==> config.mk <==
export PLATFORM = sky130hd
export DESIGN_NAME = ptw_unit
export DESIGN_NICKNAME = d
export VERILOG_FILES = /design/src/hdl/ptw_unit.v
export VERILOG_INCLUDE_DIRS = /design/src /design/src/hdl
export SDC_FILE = /design/constraint.sdc
export NUM_CORES = 1
export LEC_CHECK = 0
export BUFFER_PORTS_ARGS = -buffer_cell sky130_fd_sc_hd__buf_2
export CAP_MARGIN = 0
export CORE_MARGIN = 2
export CORE_UTILIZATION = 62
export CTS_CLUSTER_DIAMETER = 60
export DETAILED_ROUTE_END_ITERATION = 10
export PLACE_DENSITY = 0.85
export SLEW_MARGIN = 20
export SYNTH_ARGS = -nofsm -noshare
export SYNTH_HDL_FRONTEND = slang
export SYNTH_SLANG_ARGS = --single-unit
==> constraint.sdc <==
create_clock -name mclk -period 5.9 [get_ports mclk]
set_clock_uncertainty 0.1 [all_clocks]
set_input_delay 1.18 -clock mclk [delete_from_list [all_inputs] [get_ports mclk]]
set_output_delay 1.18 -clock mclk [all_outputs]
set_load 0.01 [all_outputs]
==> src/hdl/ptw_map.vh <==
// Purpose: Constants for the periodic timer and watchdog unit.
// Assumes: Byte registers use the low data bits; upper bits read zero.
// Notes: Offsets are the full bus addresses of the register port.
`ifndef PTW_MAP_VH
`define PTW_MAP_VH
`define PTW_ADR_CFG 24'hFFFF20
`define PTW_ADR_PRE 24'hFFFF22
`define PTW_ADR_PRESET 24'hFFFF24
`define PTW_ADR_CSR 24'hFFFF26
`define PTW_ADR_WDCOUNT 24'hFFFF28
`define PTW_ADR_MATCH 24'hFFFF2A
`define PTW_CFG_LOCK_CFG 0
`define PTW_CFG_LOCK_PRE 1
`define PTW_CFG_LOCK_TMR 2
`define PTW_CFG_LOCK_WDC 3
`define PTW_CFG_CLK_SEL 4
`define PTW_CFG_MATCH_EN 5
`define PTW_CSR_RESTART 0
`define PTW_CSR_TC 1
`define PTW_CSR_IRQ_EN 2
`define PTW_CSR_BUSY 3
`define PTW_RST_PRESET 16'hFFFF
`define PTW_RST_WDCOUNT 8'h0F
`define PTW_SERVICE_KEY 8'h5C
`define PTW_SETTLE_SLOW 3'h5
`define PTW_MODE_ACTIVE 2'h0
`define PTW_MODE_HALT 2'h3
`define PTW_LOCKED_READ 16'h0000
`endif

==> src/hdl/ptw_unit.v <==
// Purpose: Periodic timer and watchdog unit with its register port.
// Assumes: slow_clock is asynchronous to mclk and far slower than it.
// Notes: All counting advances on synchronised slow clock rising edges.
`timescale 1ns/10ps
`include "ptw_map.vh"

module ptw_unit #(
  parameter ADDR_W = 24,
  parameter PRESET_W = 16,
  parameter WD_W = 8
) (
  input wire mclk,
  input wire rst,
  input wire slow_clock,
  input wire [1:0] power_mode,
  input wire [ADDR_W-1:0] addr,
  input wire [15:0] wdata,
  input wire wr,
  input wire rd,
  output reg [15:0] rdata,
  output reg periodic_pulse,
  output reg periodic_timer_irq,
  output reg watchdog_reset
);

////////////////////////////////////////////////////////////////////////////////

reg slow_meta;
reg slow_sync;
reg slow_prev;
wire halted;
wire slow_edge;

assign halted = (power_mode == `PTW_MODE_HALT);
// Halt gates the only time base, so every counter holds its state.
assign slow_edge = slow_sync & ~slow_prev & ~halted;

always @(posedge mclk or posedge rst) begin
  if (rst) begin
    slow_meta <= 1'b0;
    slow_sync <= 1'b0;
    slow_prev <= 1'b0;
  end else begin
    slow_meta <= slow_clock;
    slow_sync <= slow_meta;
    slow_prev <= slow_sync;
  end
end

////////////////////////////////////////////////////////////////////////////////

reg lock_config;
reg lock_prescaler;
reg lock_periodic_timer;
reg lock_reload_count;
reg watchdog_clock_select;
reg match_service_enable;
reg [2:0] prescale_select;
reg [PRESET_W-1:0] periodic_preset;
reg periodic_irq_enable;
reg restart_req;
reg terminal_count_flag;
reg [WD_W-1:0] watchdog_reload_count;

wire active;
wire hit_cfg;
wire hit_pre;
wire hit_preset;
wire hit_csr;
wire hit_wdc;
wire hit_match;
wire acc_cfg;
wire acc_pre;
wire acc_tmr;
wire acc_wdc;

assign active = (power_mode == `PTW_MODE_ACTIVE);
assign hit_cfg = (addr == `PTW_ADR_CFG);
assign hit_pre = (addr == `PTW_ADR_PRE);
assign hit_preset = (addr == `PTW_ADR_PRESET);
assign hit_csr = (addr == `PTW_ADR_CSR);
assign hit_wdc = (addr == `PTW_ADR_WDCOUNT);
assign hit_match = (addr == `PTW_ADR_MATCH);

// Outside Active mode only the match register stays reachable, and Halt shuts it too.
// Each lock bit shuts its own register or register pair.
assign acc_cfg = active & ~lock_config;
assign acc_pre = active & ~lock_prescaler;
assign acc_tmr = active & ~lock_periodic_timer;
assign acc_wdc = active & ~lock_reload_count;

wire wr_cfg;
wire wr_pre;
wire wr_preset;
wire wr_csr;
wire wr_wdc;
wire wr_match;
wire rd_csr;

assign wr_cfg = wr & hit_cfg & acc_cfg;
assign wr_pre = wr & hit_pre & acc_pre;
assign wr_preset = wr & hit_preset & acc_tmr;
assign wr_csr = wr & hit_csr & acc_tmr;
assign wr_wdc = wr & hit_wdc & acc_wdc;
assign wr_match = wr & hit_match & ~halted;
assign rd_csr = rd & hit_csr & acc_tmr;

////////////////////////////////////////////////////////////////////////////////

always @(posedge mclk or posedge rst) begin
  if (rst) begin
    // Reset clears every defined configuration bit.
    lock_config <= 1'b0;
    lock_prescaler <= 1'b0;
    lock_periodic_timer <= 1'b0;
    lock_reload_count <= 1'b0;
    watchdog_clock_select <= 1'b0;
    match_service_enable <= 1'b0;
  end else if (wr_cfg) begin
    // Lock bits can be set but never cleared by a write.
    lock_config <= lock_config | wdata[`PTW_CFG_LOCK_CFG];
    lock_prescaler <= lock_prescaler | wdata[`PTW_CFG_LOCK_PRE];
    lock_periodic_timer <= lock_periodic_timer | wdata[`PTW_CFG_LOCK_TMR];
    lock_reload_count <= lock_reload_count | wdata[`PTW_CFG_LOCK_WDC];
    watchdog_clock_select <= wdata[`PTW_CFG_CLK_SEL];
    match_service_enable <= wdata[`PTW_CFG_MATCH_EN];
  end
end

always @(posedge mclk or posedge rst) begin
  if (rst) begin
    prescale_select <= 3'h0;
  end else if (wr_pre) begin
    prescale_select <= wdata[2:0];
  end
end

always @(posedge mclk or posedge rst) begin
  if (rst) begin
    periodic_preset <= `PTW_RST_PRESET;
  end else if (wr_preset) begin
    periodic_preset <= wdata[PRESET_W-1:0];
  end
end

always @(posedge mclk or posedge rst) begin
  if (rst) begin
    periodic_irq_enable <= 1'b0;
  end else if (wr_csr) begin
    periodic_irq_enable <= wdata[`PTW_CSR_IRQ_EN];
  end
end

always @(posedge mclk or posedge rst) begin
  if (rst) begin
    watchdog_reload_count <= `PTW_RST_WDCOUNT;
  end else if (wr_wdc) begin
    watchdog_reload_count <= wdata[WD_W-1:0];
  end
end

////////////////////////////////////////////////////////////////////////////////

reg [4:0] pre_cnt;
reg [4:0] pre_last;
reg tick;

// Codes 000 to 101 pick divisors 1 to 32; reserved codes act as 32.
always @* begin
  case (prescale_select)
    3'h0: pre_last = 5'h00;
    3'h1: pre_last = 5'h01;
    3'h2: pre_last = 5'h03;
    3'h3: pre_last = 5'h07;
    3'h4: pre_last = 5'h0F;
    default: pre_last = 5'h1F;
  endcase
end

// One tick per divisor count of slow clock edges.
always @(posedge mclk or posedge rst) begin
  if (rst) begin
    pre_cnt <= 5'h00;
    tick <= 1'b0;
  end else begin
    tick <= 1'b0;
    if (slow_edge) begin
      if (pre_cnt >= pre_last) begin
        pre_cnt <= 5'h00;
        tick <= 1'b1;
      end else begin
        pre_cnt <= pre_cnt + 5'h01;
      end
    end
  end
end

////////////////////////////////////////////////////////////////////////////////

reg [PRESET_W-1:0] tmr_cnt;
reg pulse_set;

// The count steps only on ticks and reloads only at zero or restart.
always @(posedge mclk or posedge rst) begin
  if (rst) begin
    tmr_cnt <= `PTW_RST_PRESET;
    periodic_pulse <= 1'b0;
    pulse_set <= 1'b0;
  end else begin
    pulse_set <= 1'b0;
    if (tick) begin
      periodic_pulse <= 1'b0;
      if (restart_req) begin
        tmr_cnt <= periodic_preset;
      end else if (tmr_cnt == {PRESET_W{1'b0}}) begin
        // Preset is sampled only here and on restart, so live writes never disturb it.
        tmr_cnt <= periodic_preset;
      end else begin
        tmr_cnt <= tmr_cnt - {{(PRESET_W-1){1'b0}}, 1'b1};
        if (tmr_cnt == {{(PRESET_W-1){1'b0}}, 1'b1}) begin
          // High from the tick that reaches zero to the next tick.
          periodic_pulse <= 1'b1;
          pulse_set <= 1'b1;
        end
      end
    end
  end
end

always @(posedge mclk or posedge rst) begin
  if (rst) begin
    restart_req <= 1'b0;
  end else if (wr_csr & wdata[`PTW_CSR_RESTART]) begin
    restart_req <= 1'b1;
  end else if (tick) begin
    restart_req <= 1'b0;
  end
end

always @(posedge mclk or posedge rst) begin
  if (rst) begin
    terminal_count_flag <= 1'b0;
  end else if (pulse_set) begin
    // Setting wins over a status read in the same cycle.
    terminal_count_flag <= 1'b1;
  end else if (rd_csr) begin
    terminal_count_flag <= 1'b0;
  end
end

always @(posedge mclk or posedge rst) begin
  if (rst) begin
    periodic_timer_irq <= 1'b0;
  end else begin
    periodic_timer_irq <= periodic_pulse & periodic_irq_enable;
  end
end

////////////////////////////////////////////////////////////////////////////////

reg wd_running;
reg [WD_W-1:0] wd_cnt;
reg wd_serviced;
reg [2:0] settle_cnt;
wire wd_edge;
wire key_ok;
wire match_live;
wire wd_load;
wire wd_err;

// The watchdog clock is the tick or the rising periodic pulse.
assign wd_edge = watchdog_clock_select ? tick : pulse_set;
assign key_ok = (wdata[WD_W-1:0] == `PTW_SERVICE_KEY);
// Match writes count only while the match method is on.
assign match_live = wr_match & match_service_enable;
// Count writes reload directly only with the match method off.
assign wd_load = (wr_wdc & ~match_service_enable) | (match_live & key_ok);

// Late, too often or wrong key each raise an error.
assign wd_err = wd_running & ((wd_edge & (wd_cnt == {WD_W{1'b0}}) & ~wd_load)
  | (match_live & ~key_ok) | (match_live & key_ok & wd_serviced));

always @(posedge mclk or posedge rst) begin
  if (rst) begin
    wd_running <= 1'b0;
  end else if (wr_wdc | match_live) begin
    wd_running <= 1'b1;
  end
end

// Counter moves only once started; reset is the only way to stop it.
always @(posedge mclk or posedge rst) begin
  if (rst) begin
    wd_cnt <= `PTW_RST_WDCOUNT;
  end else if (wr_wdc & ~match_service_enable) begin
    wd_cnt <= wdata[WD_W-1:0];
  end else if (match_live & key_ok) begin
    wd_cnt <= watchdog_reload_count;
  end else if (wd_running & wd_edge & (wd_cnt != {WD_W{1'b0}})) begin
    wd_cnt <= wd_cnt - {{(WD_W-1){1'b0}}, 1'b1};
  end
end

// Remembers a service within the current watchdog clock cycle.
always @(posedge mclk or posedge rst) begin
  if (rst) begin
    wd_serviced <= 1'b0;
  end else if (match_live & key_ok) begin
    wd_serviced <= 1'b1;
  end else if (wd_edge) begin
    wd_serviced <= 1'b0;
  end
end

// Error is held until the device reset it causes arrives.
always @(posedge mclk or posedge rst) begin
  if (rst) begin
    watchdog_reset <= 1'b0;
  end else if (wd_err) begin
    watchdog_reset <= 1'b1;
  end
end

// Busy flag covers the settling time after watchdog writes.
always @(posedge mclk or posedge rst) begin
  if (rst) begin
    settle_cnt <= 3'h0;
  end else if (wr_wdc | match_live) begin
    settle_cnt <= `PTW_SETTLE_SLOW;
  end else if (slow_edge & (settle_cnt != 3'h0)) begin
    settle_cnt <= settle_cnt - 3'h1;
  end
end

////////////////////////////////////////////////////////////////////////////////

reg [15:0] next_rdata;

always @* begin
  next_rdata = 16'h0000;
  if (hit_cfg) begin
    if (acc_cfg) begin
      next_rdata = {10'h000, match_service_enable, watchdog_clock_select,
        lock_reload_count, lock_periodic_timer, lock_prescaler, lock_config};
    end else begin
      next_rdata = `PTW_LOCKED_READ;
    end
  end else if (hit_pre) begin
    if (acc_pre) begin
      next_rdata = {13'h0000, prescale_select};
    end else begin
      next_rdata = `PTW_LOCKED_READ;
    end
  end else if (hit_preset) begin
    if (acc_tmr) begin
      next_rdata = periodic_preset;
    end else begin
      next_rdata = `PTW_LOCKED_READ;
    end
  end else if (hit_csr) begin
    if (acc_tmr) begin
      next_rdata = {12'h000, (settle_cnt != 3'h0) | restart_req,
        periodic_irq_enable, terminal_count_flag, restart_req};
    end else begin
      next_rdata = `PTW_LOCKED_READ;
    end
  end
end

always @(posedge mclk or posedge rst) begin
  if (rst) begin
    rdata <= 16'h0000;
  end else if (rd) begin
    rdata <= next_rdata;
  end else begin
    rdata <= 16'h0000;
  end
end

endmodule // ptw_unit

==> summary.md, run 1 <==
| Metric | Value |
|---|---|
| Area contributors post-synth | dfrtp_1, dfstp_2, mux2_2, a21oi_1, nor2_1 |
| Cells after Synth | 465 |
| Final setup vio count | 0 |
| Die Y | 92.6 um |
| Worst Slack Setup Final | 2.51 ns |
| NetSw | 451 uW |
| Reg area | 2400 um2 |
| Final core occ | 71.4% |
| Hold_ws | 0.265 ns |
| Row Count | 32 |
| Wire per inst | 17.2 um |
| Clock power share | 29.5% |
| Crit path max fanout | 14 |
| Register-to-Register Setup Slack | 3.33 ns |
| Antenna Violating Nets Remaining | 0 |
| Area occupied by multi-input gates | 2340 um2 |
| Dpl ws | 2.11 ns |
| Slew HR | 42.2% |
| N_diodes | 0 |
| Final Cycle Share | 57.5% |
| Vias | 3,944 |
| GRT overflow | 0 |
| Netlist cell types | 74 |
| Worst skew pair latency | 0.38 ns |
| CP delay by family, top | simple AND/OR/NAND/NOR gates |
| Final min period | 3.39 ns |
| Layout cell share with drive strength beyond 1 | 33.3% |
| RSZ-0062 raised after global routing | false |
| Hold endpoint | slow_sync$_DFF_PP0_ |
| Reg2reg start | tmr_cnt[0]$_DFFE_PP1P_ |
| Setup bufs post-CTS | 0 |
| Tot GR Track Use | 26.8% |
| WHS Path Cells | 0 |
| Reg clk slew, reported paths | 0.11 ns |
| Placer Congestion | 0.919 |
| Longest Clk Path Bufs | 2 |
| DP HPWL | 7.98 mm |
| Reg2reg end | tmr_cnt[9]$_DFFE_PP1P_ |
| Nets | 585 |
| Worst min path class | flip-flop to flip-flop |
| Ys async rst share | 100% |
| CP Class | input pin to flip-flop |
| Yosys top cell by area | dfrtp_1 |
| Setup TNS | 0 ns |
| CTS Sinks | 94 |
| Filler cell count | 569 |
| Seq pwr share | 55.4% |
| Post-route insts no fill | 634 |
| Clock root buffer | clkbuf_8 |
| Max incr delay on CP | 0.85 ns |
| Least-Margin Pin Slew | 0.867 ns |
| Iter 0 DRT Violations | 151 |
| CP endpoint kind | flip-flop |
| Yosys warns | 0 |
| Max Cap Viol | 0 |
| Worst path required time | 6.08 ns |
| Max IR drop VDD | 138 uV |
| Die area | 8580 um2 |
| Max Slew Vio Count | 0 |
| Switching power share of the total | 31.4% |
| Slowest cell on the critical path | nor2_1 |
| Count of boundary I/O pins | 66 |
| R2R depth | 7 |
| Port buffer count | 65 |
| Drt drc | 0 |
| Syn nets | 523 |
| Post-DR vias/cell | 6.22 |
| Seq/Total Area, Yosys | 49.3% |
| Largest net degree at the start of global routing | 59 |
| Hold buffers post-CTS | 0 |
| Static Leakage | 0.00246 uW |
| Status | finished clean |
| EDFF count, synth | 0 |
| Core area | 7650 um2 |
| Most common cell after layout, fill and taps aside | buf_2 |
| Comb pwr share | 15.1% |
| Most frequent cells in the layout | buf_2, dfrtp_1, dfstp_2, nor2_1, nand2_1 |
| Critical path arrival | 3.57 ns |
| Main synth FF type | dfrtp_1 |
| Hold path startpoint | slow_meta$_DFF_PP0_ |
| Mapped Area | 4870 um2 |
| Vias in the first global route | 3,789 |
| Fin. Hold Viols | 0 |
| Worst setup SP type | input pin |
| Top-area cell type share of the netlist area | 27.8% |
| TritonCTS Buffers | 9 |
| Die Span X | 92.6 um |
| DR pass1 iterations | 5 |
| Placed cells | 618 |
| Cells traversed along the worst timing path | buf_2, nand4_1, nor2_1, nand4_1, nor2_1, o22ai_1, a32o_1 |
| Worst path bufs/invs | 1 |
| Global-route wire length before repair | 18.0 mm |
| Fmax | 295 MHz |
| Area grow syn2layout | 12.2% |
| Synth Register Bits | 94 |
| Initial antenna violation count | 0 |
| Int Pwr | 986 uW |
| TritonCTS clock tree | yes |
| Routed wire length | 10.9 mm |
| Initial Util | 63.7% |
| H-Tree Depth | 3 |
| PD cells | 263 nW/um2 |
| Synthesized area per cell | 10.5 um2 |
| Resize count post-CTS | 0 |
-- metal layers --
metal / track usage (%) / part of all wire, % / routed length, um / vias to the layer above
met5: 0 / 0 / 0 / -
met4: 9.31 / 1.8 / 197 / 0
met3: 4.96 / 5.7 / 618 / 21
met2: 44.5 / 50 / 5460 / 159
met1: 35.6 / 42 / 4610 / 1914
li1: - / - / - / 1850
-- worst register-to-register path: stages, from the launching register on --
cell      delay [ns]
dfstp_2         0.40
inv_1           0.11
ha_1            0.33
nand4b_1        0.36
o21ai_2         0.60
nor2_1          0.18
a31o_2          0.28
a21oi_1         0.15
-- power groups by stage --
stage	Sequential [uW]	Clock, uW	Combinational, uW
floorplan	786	0	159
finish	795	424	217
detailed placement	803	0	215
global route	803	457	246
global placement	800	0	204
CTS	792	433	217
-- Yosys cell counts (all sizes together) (2+ instances only) --
cell type,count
clkbuf,9
and2,14
buf,6
nor2,39
nor2b,2
a211oi,3
o2bb2ai,4
and4,3
o22ai,6
a22oi,8
dfstp,40
mux2,29
a21oi,31
a31oi,5
inv,12
and3,4
or2,2
nand4b,2
ha,11
clkinv,2
nand2,32
nand2b,5
dfrtp,54
nand4,13
and4b,2
nor4,8
nor3,17
o21ai,30
nor3b,4
o22a,4
nand3b,3
or3,3
a311oi,2
o21a,3
nand3,16
a22o,7
a21o,11
-- flip-flops by register name, summed over array words and instances, names as in the netlist, 3 cells and up --
name,flops
periodic_preset,16
rdata,16
tmr_cnt,16
watchdog_reload_count,8
wd_cnt,8
pre_cnt,5
prescale_select,3
settle_cnt,3
-- area by class of cell --
cell class / count / share of cell area, %
sequential: 94 / 44.0
multi-input combinational: 342 / 42.9
clock buffer: 9 / 2.27
clock inverter: 7 / 1.42
tap: 102 / 2.34
timing repair buffer: 66 / 6.10
inverter: 14 / 0.985
-- per-stage QoR --
stage               cell area, um2  power, uW
floorplan                     4870        946
global placement              5250       1000
detailed placement            5260       1020
CTS                           5460       1440
global route                  5460       1510
finish                        5460       1440
-- worst max-delay path by stage --
stage,start,endpoint,slack [ns],cells past startpoint
floorplan,rst,lock_config$_DFFE_PP0P_,2.24,1
global placement,addr[10],wd_cnt[5]$_DFFE_PP0P_,2.19,7
detailed placement,addr[10],wd_cnt[5]$_DFFE_PP0P_,2.11,7
CTS,addr[23],wd_cnt[5]$_DFFE_PP0P_,2.53,7
global route,addr[17],wd_cnt[5]$_DFFE_PP0P_,2.31,7
finish,addr[23],wd_cnt[5]$_DFFE_PP0P_,2.51,7
-- cells by family after synthesis --
kind of cell               after synthesis  synth area share, %
and+or+nand+nor                        176                 21.3
AOI/OAI and AO/OA                      124                 16.7
DFF                                     94                 49.3
muxes                                   30                 6.91
buffers and inverters                   29                 2.67
adders and majority gates               11                 2.83
xor gates and xnor gates                 1                0.180
Note: power is estimated with default switching activity, not from simulation.
==> run 2: changes to the inputs <==
--- a/config.mk
+++ b/config.mk
@@ -9,10 +9,10 @@
 export BUFFER_PORTS_ARGS = -buffer_cell sky130_fd_sc_hd__buf_2
 export CAP_MARGIN = 0
 export CORE_MARGIN = 2
-export CORE_UTILIZATION = 62
+export CORE_UTILIZATION = 58
 export CTS_CLUSTER_DIAMETER = 60
 export DETAILED_ROUTE_END_ITERATION = 10
-export PLACE_DENSITY = 0.85
+export PLACE_DENSITY = 0.8
 export SLEW_MARGIN = 20
 export SYNTH_ARGS = -nofsm -noshare
 export SYNTH_HDL_FRONTEND = slang
==> constraint.sdc (replaced) <==
create_clock -name mclk -period 3.31 [get_ports mclk]
set_clock_uncertainty 0.1 [all_clocks]
set_input_delay 0.662 -clock mclk [delete_from_list [all_inputs] [get_ports mclk]]
set_output_delay 0.662 -clock mclk [all_outputs]
set_load 0.01 [all_outputs]
==> run 2 against run 1 <==
Die area up 6.6%. Total power up 82%. Non-clock buffer count up 6. Cell count up 1.4%. Critical path depth up 1. Largest power group unchanged.
==> summary.md, run 2 (synthesis results as in run 1) <==
| Metric | Value |
|---|---|
| Int Pwr | 1830 uW |
| Slew HR | 51.6% |
| Switching power share of the total | 30.0% |
| Drt drc | 0 |
| Worst min path class | input pin to async pin |
| Wire per inst | 17.2 um |
| Resize count post-CTS | 0 |
| Status | finished clean |
| Worst skew pair latency | 0.37 ns |
| CP Class | flip-flop to flip-flop |
| Die Y | 95.6 um |
| Max Cap Viol | 0 |
| Comb pwr share | 15.0% |
| Antenna Violating Nets Remaining | 0 |
| Max Slew Vio Count | 0 |
| Reg clk slew, reported paths | 0.10 ns |
| Worst setup path start | prescale_select[2]$_DFFE_PP0P_ |
| Register-to-Register Setup Slack | 0.78 ns |
| CP endpoint kind | flip-flop |
| Fmax | 395 MHz |
| DP HPWL | 8.24 mm |
| Post-DR vias/cell | 6.21 |
| Worst setup SP type | flip-flop |
| Worst path required time | 3.43 ns |
| Vias in the first global route | 3,855 |
| Final core occ | 67.6% |
| Hold buffers post-CTS | 0 |
| Area grow syn2layout | 13.5% |
| Final Cycle Share | 76.4% |
| Largest net degree at the start of global routing | 56 |
| Die Span X | 95.6 um |
| TritonCTS Buffers | 9 |
| Count of boundary I/O pins | 66 |
| Nets | 591 |
| Setup bufs post-CTS | 0 |
| Initial Util | 59.6% |
| Row Count | 33 |
| Most frequent cells in the layout | buf_2, dfrtp_1, dfstp_2, nor2_1, nand2_1 |
| Static Leakage | 0.00250 uW |
| Setup TNS | 0 ns |
| Clock root buffer | clkbuf_8 |
| Iter 0 DRT Violations | 232 |
| NetSw | 785 uW |
| Vias | 3,992 |
| R2R depth | 8 |
| GRT overflow | 0 |
| Reg2reg end | pre_cnt[2]$_DFFE_PP0P_ |
| Final setup vio count | 0 |
| Longest Clk Path Bufs | 2 |
| Final min period | 2.53 ns |
| TritonCTS clock tree | yes |
| Critical path arrival | 2.65 ns |
| Port buffer count | 65 |
| Global-route wire length before repair | 18.4 mm |
| Initial antenna violation count | 0 |
| Core area | 8180 um2 |
| Placer Congestion | 0.969 |
| Seq pwr share | 54.1% |
| PD cells | 473 nW/um2 |
| RSZ-0062 raised after global routing | false |
| H-Tree Depth | 3 |
| Die area | 9140 um2 |
| Least-Margin Pin Slew | 0.719 ns |
| Clock power share | 30.9% |
| Layout cell share with drive strength beyond 1 | 33.8% |
| Crit path max fanout | 7 |
| Tot GR Track Use | 26.2% |
| CTS Sinks | 94 |
| Max IR drop VDD | 247 uV |
| Fin. Hold Viols | 0 |
| DR pass1 iterations | 5 |
| Most common cell after layout, fill and taps aside | buf_2 |
| Reg2reg start | prescale_select[2]$_DFFE_PP0P_ |
| Regs by FF count | periodic_preset: 16 flops, rdata: 16 flops, tmr_cnt: 16 flops |
| Routed wire length | 11.0 mm |
| N_diodes | 0 |
run 2: layer usage:
layer	vias up	GRT usage [%]	wire, um
li1	1863	-	-
met1	1936	34.1	4670
met2	170	42.9	5340
met3	23	5.06	772
met4	0	10.6	261
met5	-	0	0
run 2: power by group through the flow:
| stage | Combinational [uW] | Clock [uW] | Sequential (uW) |
|---|---|---|---|
| detailed placement | 392 | 0 | 1430 |
| global route | 454 | 876 | 1430 |
| global placement | 371 | 0 | 1420 |
| CTS | 393 | 829 | 1410 |
| finish | 392 | 808 | 1410 |
| floorplan | 284 | 0 | 1400 |
run 2: metrics by stage:
| step | hold WS [ns] | total power (uW) | cell area (um2) | cells | setup WS (ns) |
|---|---|---|---|---|---|
| final | 0.270 | 2610 | 5530 | 643 | 0.780 |
| after global routing | 0.273 | 2760 | 5530 | 643 | 0.584 |
| after CTS | 0.269 | 2630 | 5530 | 643 | 0.802 |
| after detailed placement | 0.241 | 1820 | 5310 | 627 | 0.549 |
| after global placement | 0.240 | 1790 | 5310 | 627 | 0.580 |
| after floorplan | 0.231 | 1690 | 4870 | 465 | 0.166 |
run 2: worst max-delay path, stage by stage, from the launching register on:
cell	delay, ns
dfrtp_1	0.45
or3_1	0.39
ha_1	0.27
nand2b_1	0.09
a21o_1	0.11
a21oi_1	0.06
o21ai_0	0.58
o21ai_0	0.17
o2bb2ai_1	0.17
run 2: how the worst max path moves through the flow:
stage | endpoint | slack (ns) | cells after the start
2_1_floorplan | lock_config$_DFFE_PP0P_ | 0.17 | 1
3_3_place_gp | match_service_enable$_DFFE_PP0P_ | 0.58 | 6
3_5_place_dp | rdata[4]$_DFF_PP0_ | 0.55 | 7
4_1_cts | pre_cnt[2]$_DFFE_PP0P_ | 0.80 | 8
5_1_grt | pre_cnt[2]$_DFFE_PP0P_ | 0.58 | 8
6_report | pre_cnt[2]$_DFFE_PP0P_ | 0.78 | 8
run 2: cell type report:
class | count | area, um2
Clock buffer | 9 | 124
Clock inverter | 7 | 90.1
Fill cell | 642 | 2650
Inverter | 14 | 53.8
Multi-Input combinational cell | 342 | 2340
Sequential cell | 94 | 2400
Tap cell | 105 | 131
Timing Repair Buffer | 72 | 390
==> run 3: changes to the inputs <==
--- a/config.mk
+++ b/config.mk
@@ -6,13 +6,14 @@
 export SDC_FILE = /design/constraint.sdc
 export NUM_CORES = 1
 export LEC_CHECK = 0
+export ABC_AREA = 1
 export BUFFER_PORTS_ARGS = -buffer_cell sky130_fd_sc_hd__buf_2
 export CAP_MARGIN = 0
 export CORE_MARGIN = 2
-export CORE_UTILIZATION = 58
+export CORE_UTILIZATION = 53
 export CTS_CLUSTER_DIAMETER = 60
 export DETAILED_ROUTE_END_ITERATION = 10
-export PLACE_DENSITY = 0.8
+export PLACE_DENSITY = 0.77
 export SLEW_MARGIN = 20
 export SYNTH_ARGS = -nofsm -noshare
 export SYNTH_HDL_FRONTEND = slang
==> constraint.sdc (replaced) <==
create_clock -name mclk -period 2.25 [get_ports mclk]
set_clock_uncertainty 0.1 [all_clocks]
set_input_delay 0.45 -clock mclk [delete_from_list [all_inputs] [get_ports mclk]]
set_output_delay 0.45 -clock mclk [all_outputs]
set_load 0.01 [all_outputs]
==> run 3 against run 2 <==
Combinational power is 29% lower. Count of clock-buffer cells in the layout is 3 higher. Worst hold slack worse by 0.24 ns. Routed wire length is 13% higher. Fmax is 24% higher. Flip-flop and latch count stayed put. Via count is 20% higher. Critical path type unchanged. Critical endpoint is now tmr_cnt[4]$_DFFE_PP1P_. Largest power group unchanged. Highest routed layer unchanged.
==> summary.md, run 3 <==
| Metric | Value |
|---|---|
| Status | finished clean |
| Reg area | 2400 um2 |
| Max Cap Viol | 0 |
| Post-DR vias/cell | 5.18 |
| Synthesized area per cell | 7.74 um2 |
| Most common cell after layout, fill and taps aside | nand2_1 |
| Area occupied by multi-input gates | 2590 um2 |
| Least-Margin Pin Slew | 0.555 ns |
| Clock power share | 36.6% |
| Layout cell share with drive strength beyond 1 | 22.4% |
| Initial antenna violation count | 0 |
| Area contributors post-synth | dfrtp_1, dfstp_2, nand2_1, inv_1, nor2_1 |
| Most common cell in the netlist | nand2_1 |
| Final Cycle Share | 91.0% |
| Post-synthesis simple-gate area fraction | 33.5% |
| CTS Sinks | 94 |
| Vias | 4,777 |
| NetSw | 818 uW |
| DR pass1 iterations | 5 |
| Filler cell count | 881 |
| Row Count | 37 |
| N_diodes | 0 |
| Post-route insts no fill | 923 |
| Int Pwr | 2420 uW |
| Hold buffers post-CTS | 0 |
| Switching power share of the total | 25.2% |
| Mapped Area | 5510 um2 |
| Setup TNS | 0 ns |
| Post-Synth XOR/XNOR Area | 1.59% |
| PD cells | 524 nW/um2 |
| Count of boundary I/O pins | 66 |
| Area grow syn2layout | 12.3% |
| Final core occ | 60.8% |
| Ys async rst share | 100% |
| Drt drc | 0 |
| Routed wire length | 12.4 mm |
| Core area | 10,200 um2 |
| GRT overflow | 0 |
| Cells after Synth | 712 |
| Largest family of logic cells by synthesized area | simple AND/OR/NAND/NOR gates |
| Seq/Total Area, Yosys | 43.6% |
| Worst setup SP type | flip-flop |
| Clock root buffer | clkbuf_8 |
| EDFF count, synth | 0 |
| TritonCTS clock tree | yes |
| DP HPWL | 9.51 mm |
| Resize count post-CTS | 0 |
| Critical path arrival | 2.27 ns |
| Die Span X | 106 um |
| Post-synth top cells | nand2_1, inv_1, nor2_1, dfrtp_1, o21ai_0 |
| Top-area cell type share of the netlist area | 24.5% |
| Wire per inst | 13.5 um |
| Max IR drop VDD | 360 uV |
| Comb pwr share | 8.6% |
| Worst min path class | input pin to async pin |
| Regs by FF count | periodic_preset: 16 flops, rdata: 16 flops, tmr_cnt: 16 flops |
| Synth Register Bits | 94 |
| RSZ-0062 raised after global routing | false |
| Longest Clk Path Bufs | 2 |
| Port buffer count | 65 |
| Die Y | 106 um |
| Worst skew pair latency | 0.37 ns |
| Max Slew Vio Count | 0 |
| H-Tree Depth | 3 |
| Proportion of synthesized area in mux cells | 1.91% |
| Hold_ws | 0.0272 ns |
| Iter 0 DRT Violations | 211 |
| Most frequent cells in the layout | nand2_1, inv_1, nor2_1, buf_2, dfrtp_1 |
| Seq pwr share | 54.8% |
| Placed cells | 907 |
| Yosys warns | 0 |
| Reg clk slew, reported paths | 0.10 ns |
| Post-Synth Adder-Cell Area | 2.50% |
| Syn nets | 770 |
| Tot GR Track Use | 23.5% |
| Antenna Violating Nets Remaining | 0 |
| Vias in the first global route | 4,672 |
| CP endpoint kind | flip-flop |
| Worst path required time | 2.47 ns |
| Fin. Hold Viols | 0 |
| Static Leakage | 0.00321 uW |
| Crit path max fanout | 17 |
| Fmax | 488 MHz |
| CP Class | flip-flop to flip-flop |
| Final min period | 2.05 ns |
| Main synth FF type | dfrtp_1 |
| Slew HR | 63.0% |
| Global-route wire length before repair | 21.3 mm |
| Netlist cell types | 45 |
| Final setup vio count | 0 |
| Largest net degree at the start of global routing | 33 |
| Yosys top cell by area | dfrtp_1 |
| Die area | 11,200 um2 |
| Placer Congestion | 0.936 |
| TritonCTS Buffers | 9 |
| Synth Area in Compound Gates | 7.52% |
| Initial Util | 54.1% |
| Setup bufs post-CTS | 0 |
| Nets | 840 |
run 3: cell count changes after synthesis, sizes merged, moves of 7 or more:
cell	previous run	this run
nor4	8	1
o21ai	30	55
a22oi	8	0
inv	12	106
nand4	13	20
mux2	29	8
a21oi	31	17
a21o	11	1
nand2	32	188
nand3	16	50
and2	14	1
nor2	39	111
a22o	7	0
run 3: kinds of logic after synthesis:
logic type	count (synthesis)
AOI/OAI and AO/OA	79
DFF	94
and+or+nand+nor	389
muxes	8
xor gates and xnor gates	10
adders and majority gates	11
buffers and inverters	121
run 3: layer usage:
layer	global-route usage [%]	vias to the layer above	routed length (um)	share of wire (%)
li1	-	2394	-	-
met1	30.4	2240	5490	44
met2	40.3	122	6140	49
met3	4.60	21	575	4.6
met4	6.86	0	228	1.8
met5	0	-	0	0
run 3: stage by stage:
stage	cell area [um2]	power, uW	setup WS (ns)
after floorplan	5510	1960	0.494
after global placement	5980	2060	0.225
after detailed placement	5980	2080	0.108
after CTS	6190	3250	0.220
after global routing	6190	3360	0.0718
final	6190	3240	0.202
run 3: cell type report:
class,instances,share of cell area [%]
timing repair buffer,73,6.63
clock inverter,4,0.890
tap,136,2.75
inverter,107,6.57
sequential,94,38.8
multi-input combinational,497,41.8
clock buffer,12,2.51
run 3: power groups by stage:
stage,registers [uW],logic (uW),clock network [uW]
after floorplan,1790,169,0
after global placement,1800,261,0
after detailed placement,1800,279,0
after CTS,1780,282,1190
after global routing,1780,322,1260
final,1780,279,1180
run 3: critical path, stage by stage, from the launching register on:
cell and delay [ns]:
dfstp_2 0.57, inv_1 0.06, ha_1 0.26, nand4_2 0.16
nor2_4 0.07, nand2_1 0.10, nand2_4 0.08, inv_2 0.26
nor2_1 0.07, nor2_1 0.15, nand2_1 0.07, nand2_1 0.06
run 3: path summary, 6_finish.rpt:
kind	from	endpoint	slack (ns)	cells past startpoint
max in group asynchronous	rst	wd_cnt[2]$_DFFE_PP1P_	1.37	3
worst min register to register	slow_meta$_DFF_PP0_	slow_sync$_DFF_PP0_	0.26	0
worst max register to register	tmr_cnt[0]$_DFFE_PP1P_	tmr_cnt[4]$_DFFE_PP1P_	0.20	11
min in group mclk	slow_clock	slow_meta$_DFF_PP0_	0.09	1
worst max-delay path	tmr_cnt[0]$_DFFE_PP1P_	tmr_cnt[4]$_DFFE_PP1P_	0.20	11
worst min-delay path	rst	terminal_count_flag$_DFFE_PP0P_	0.03	2
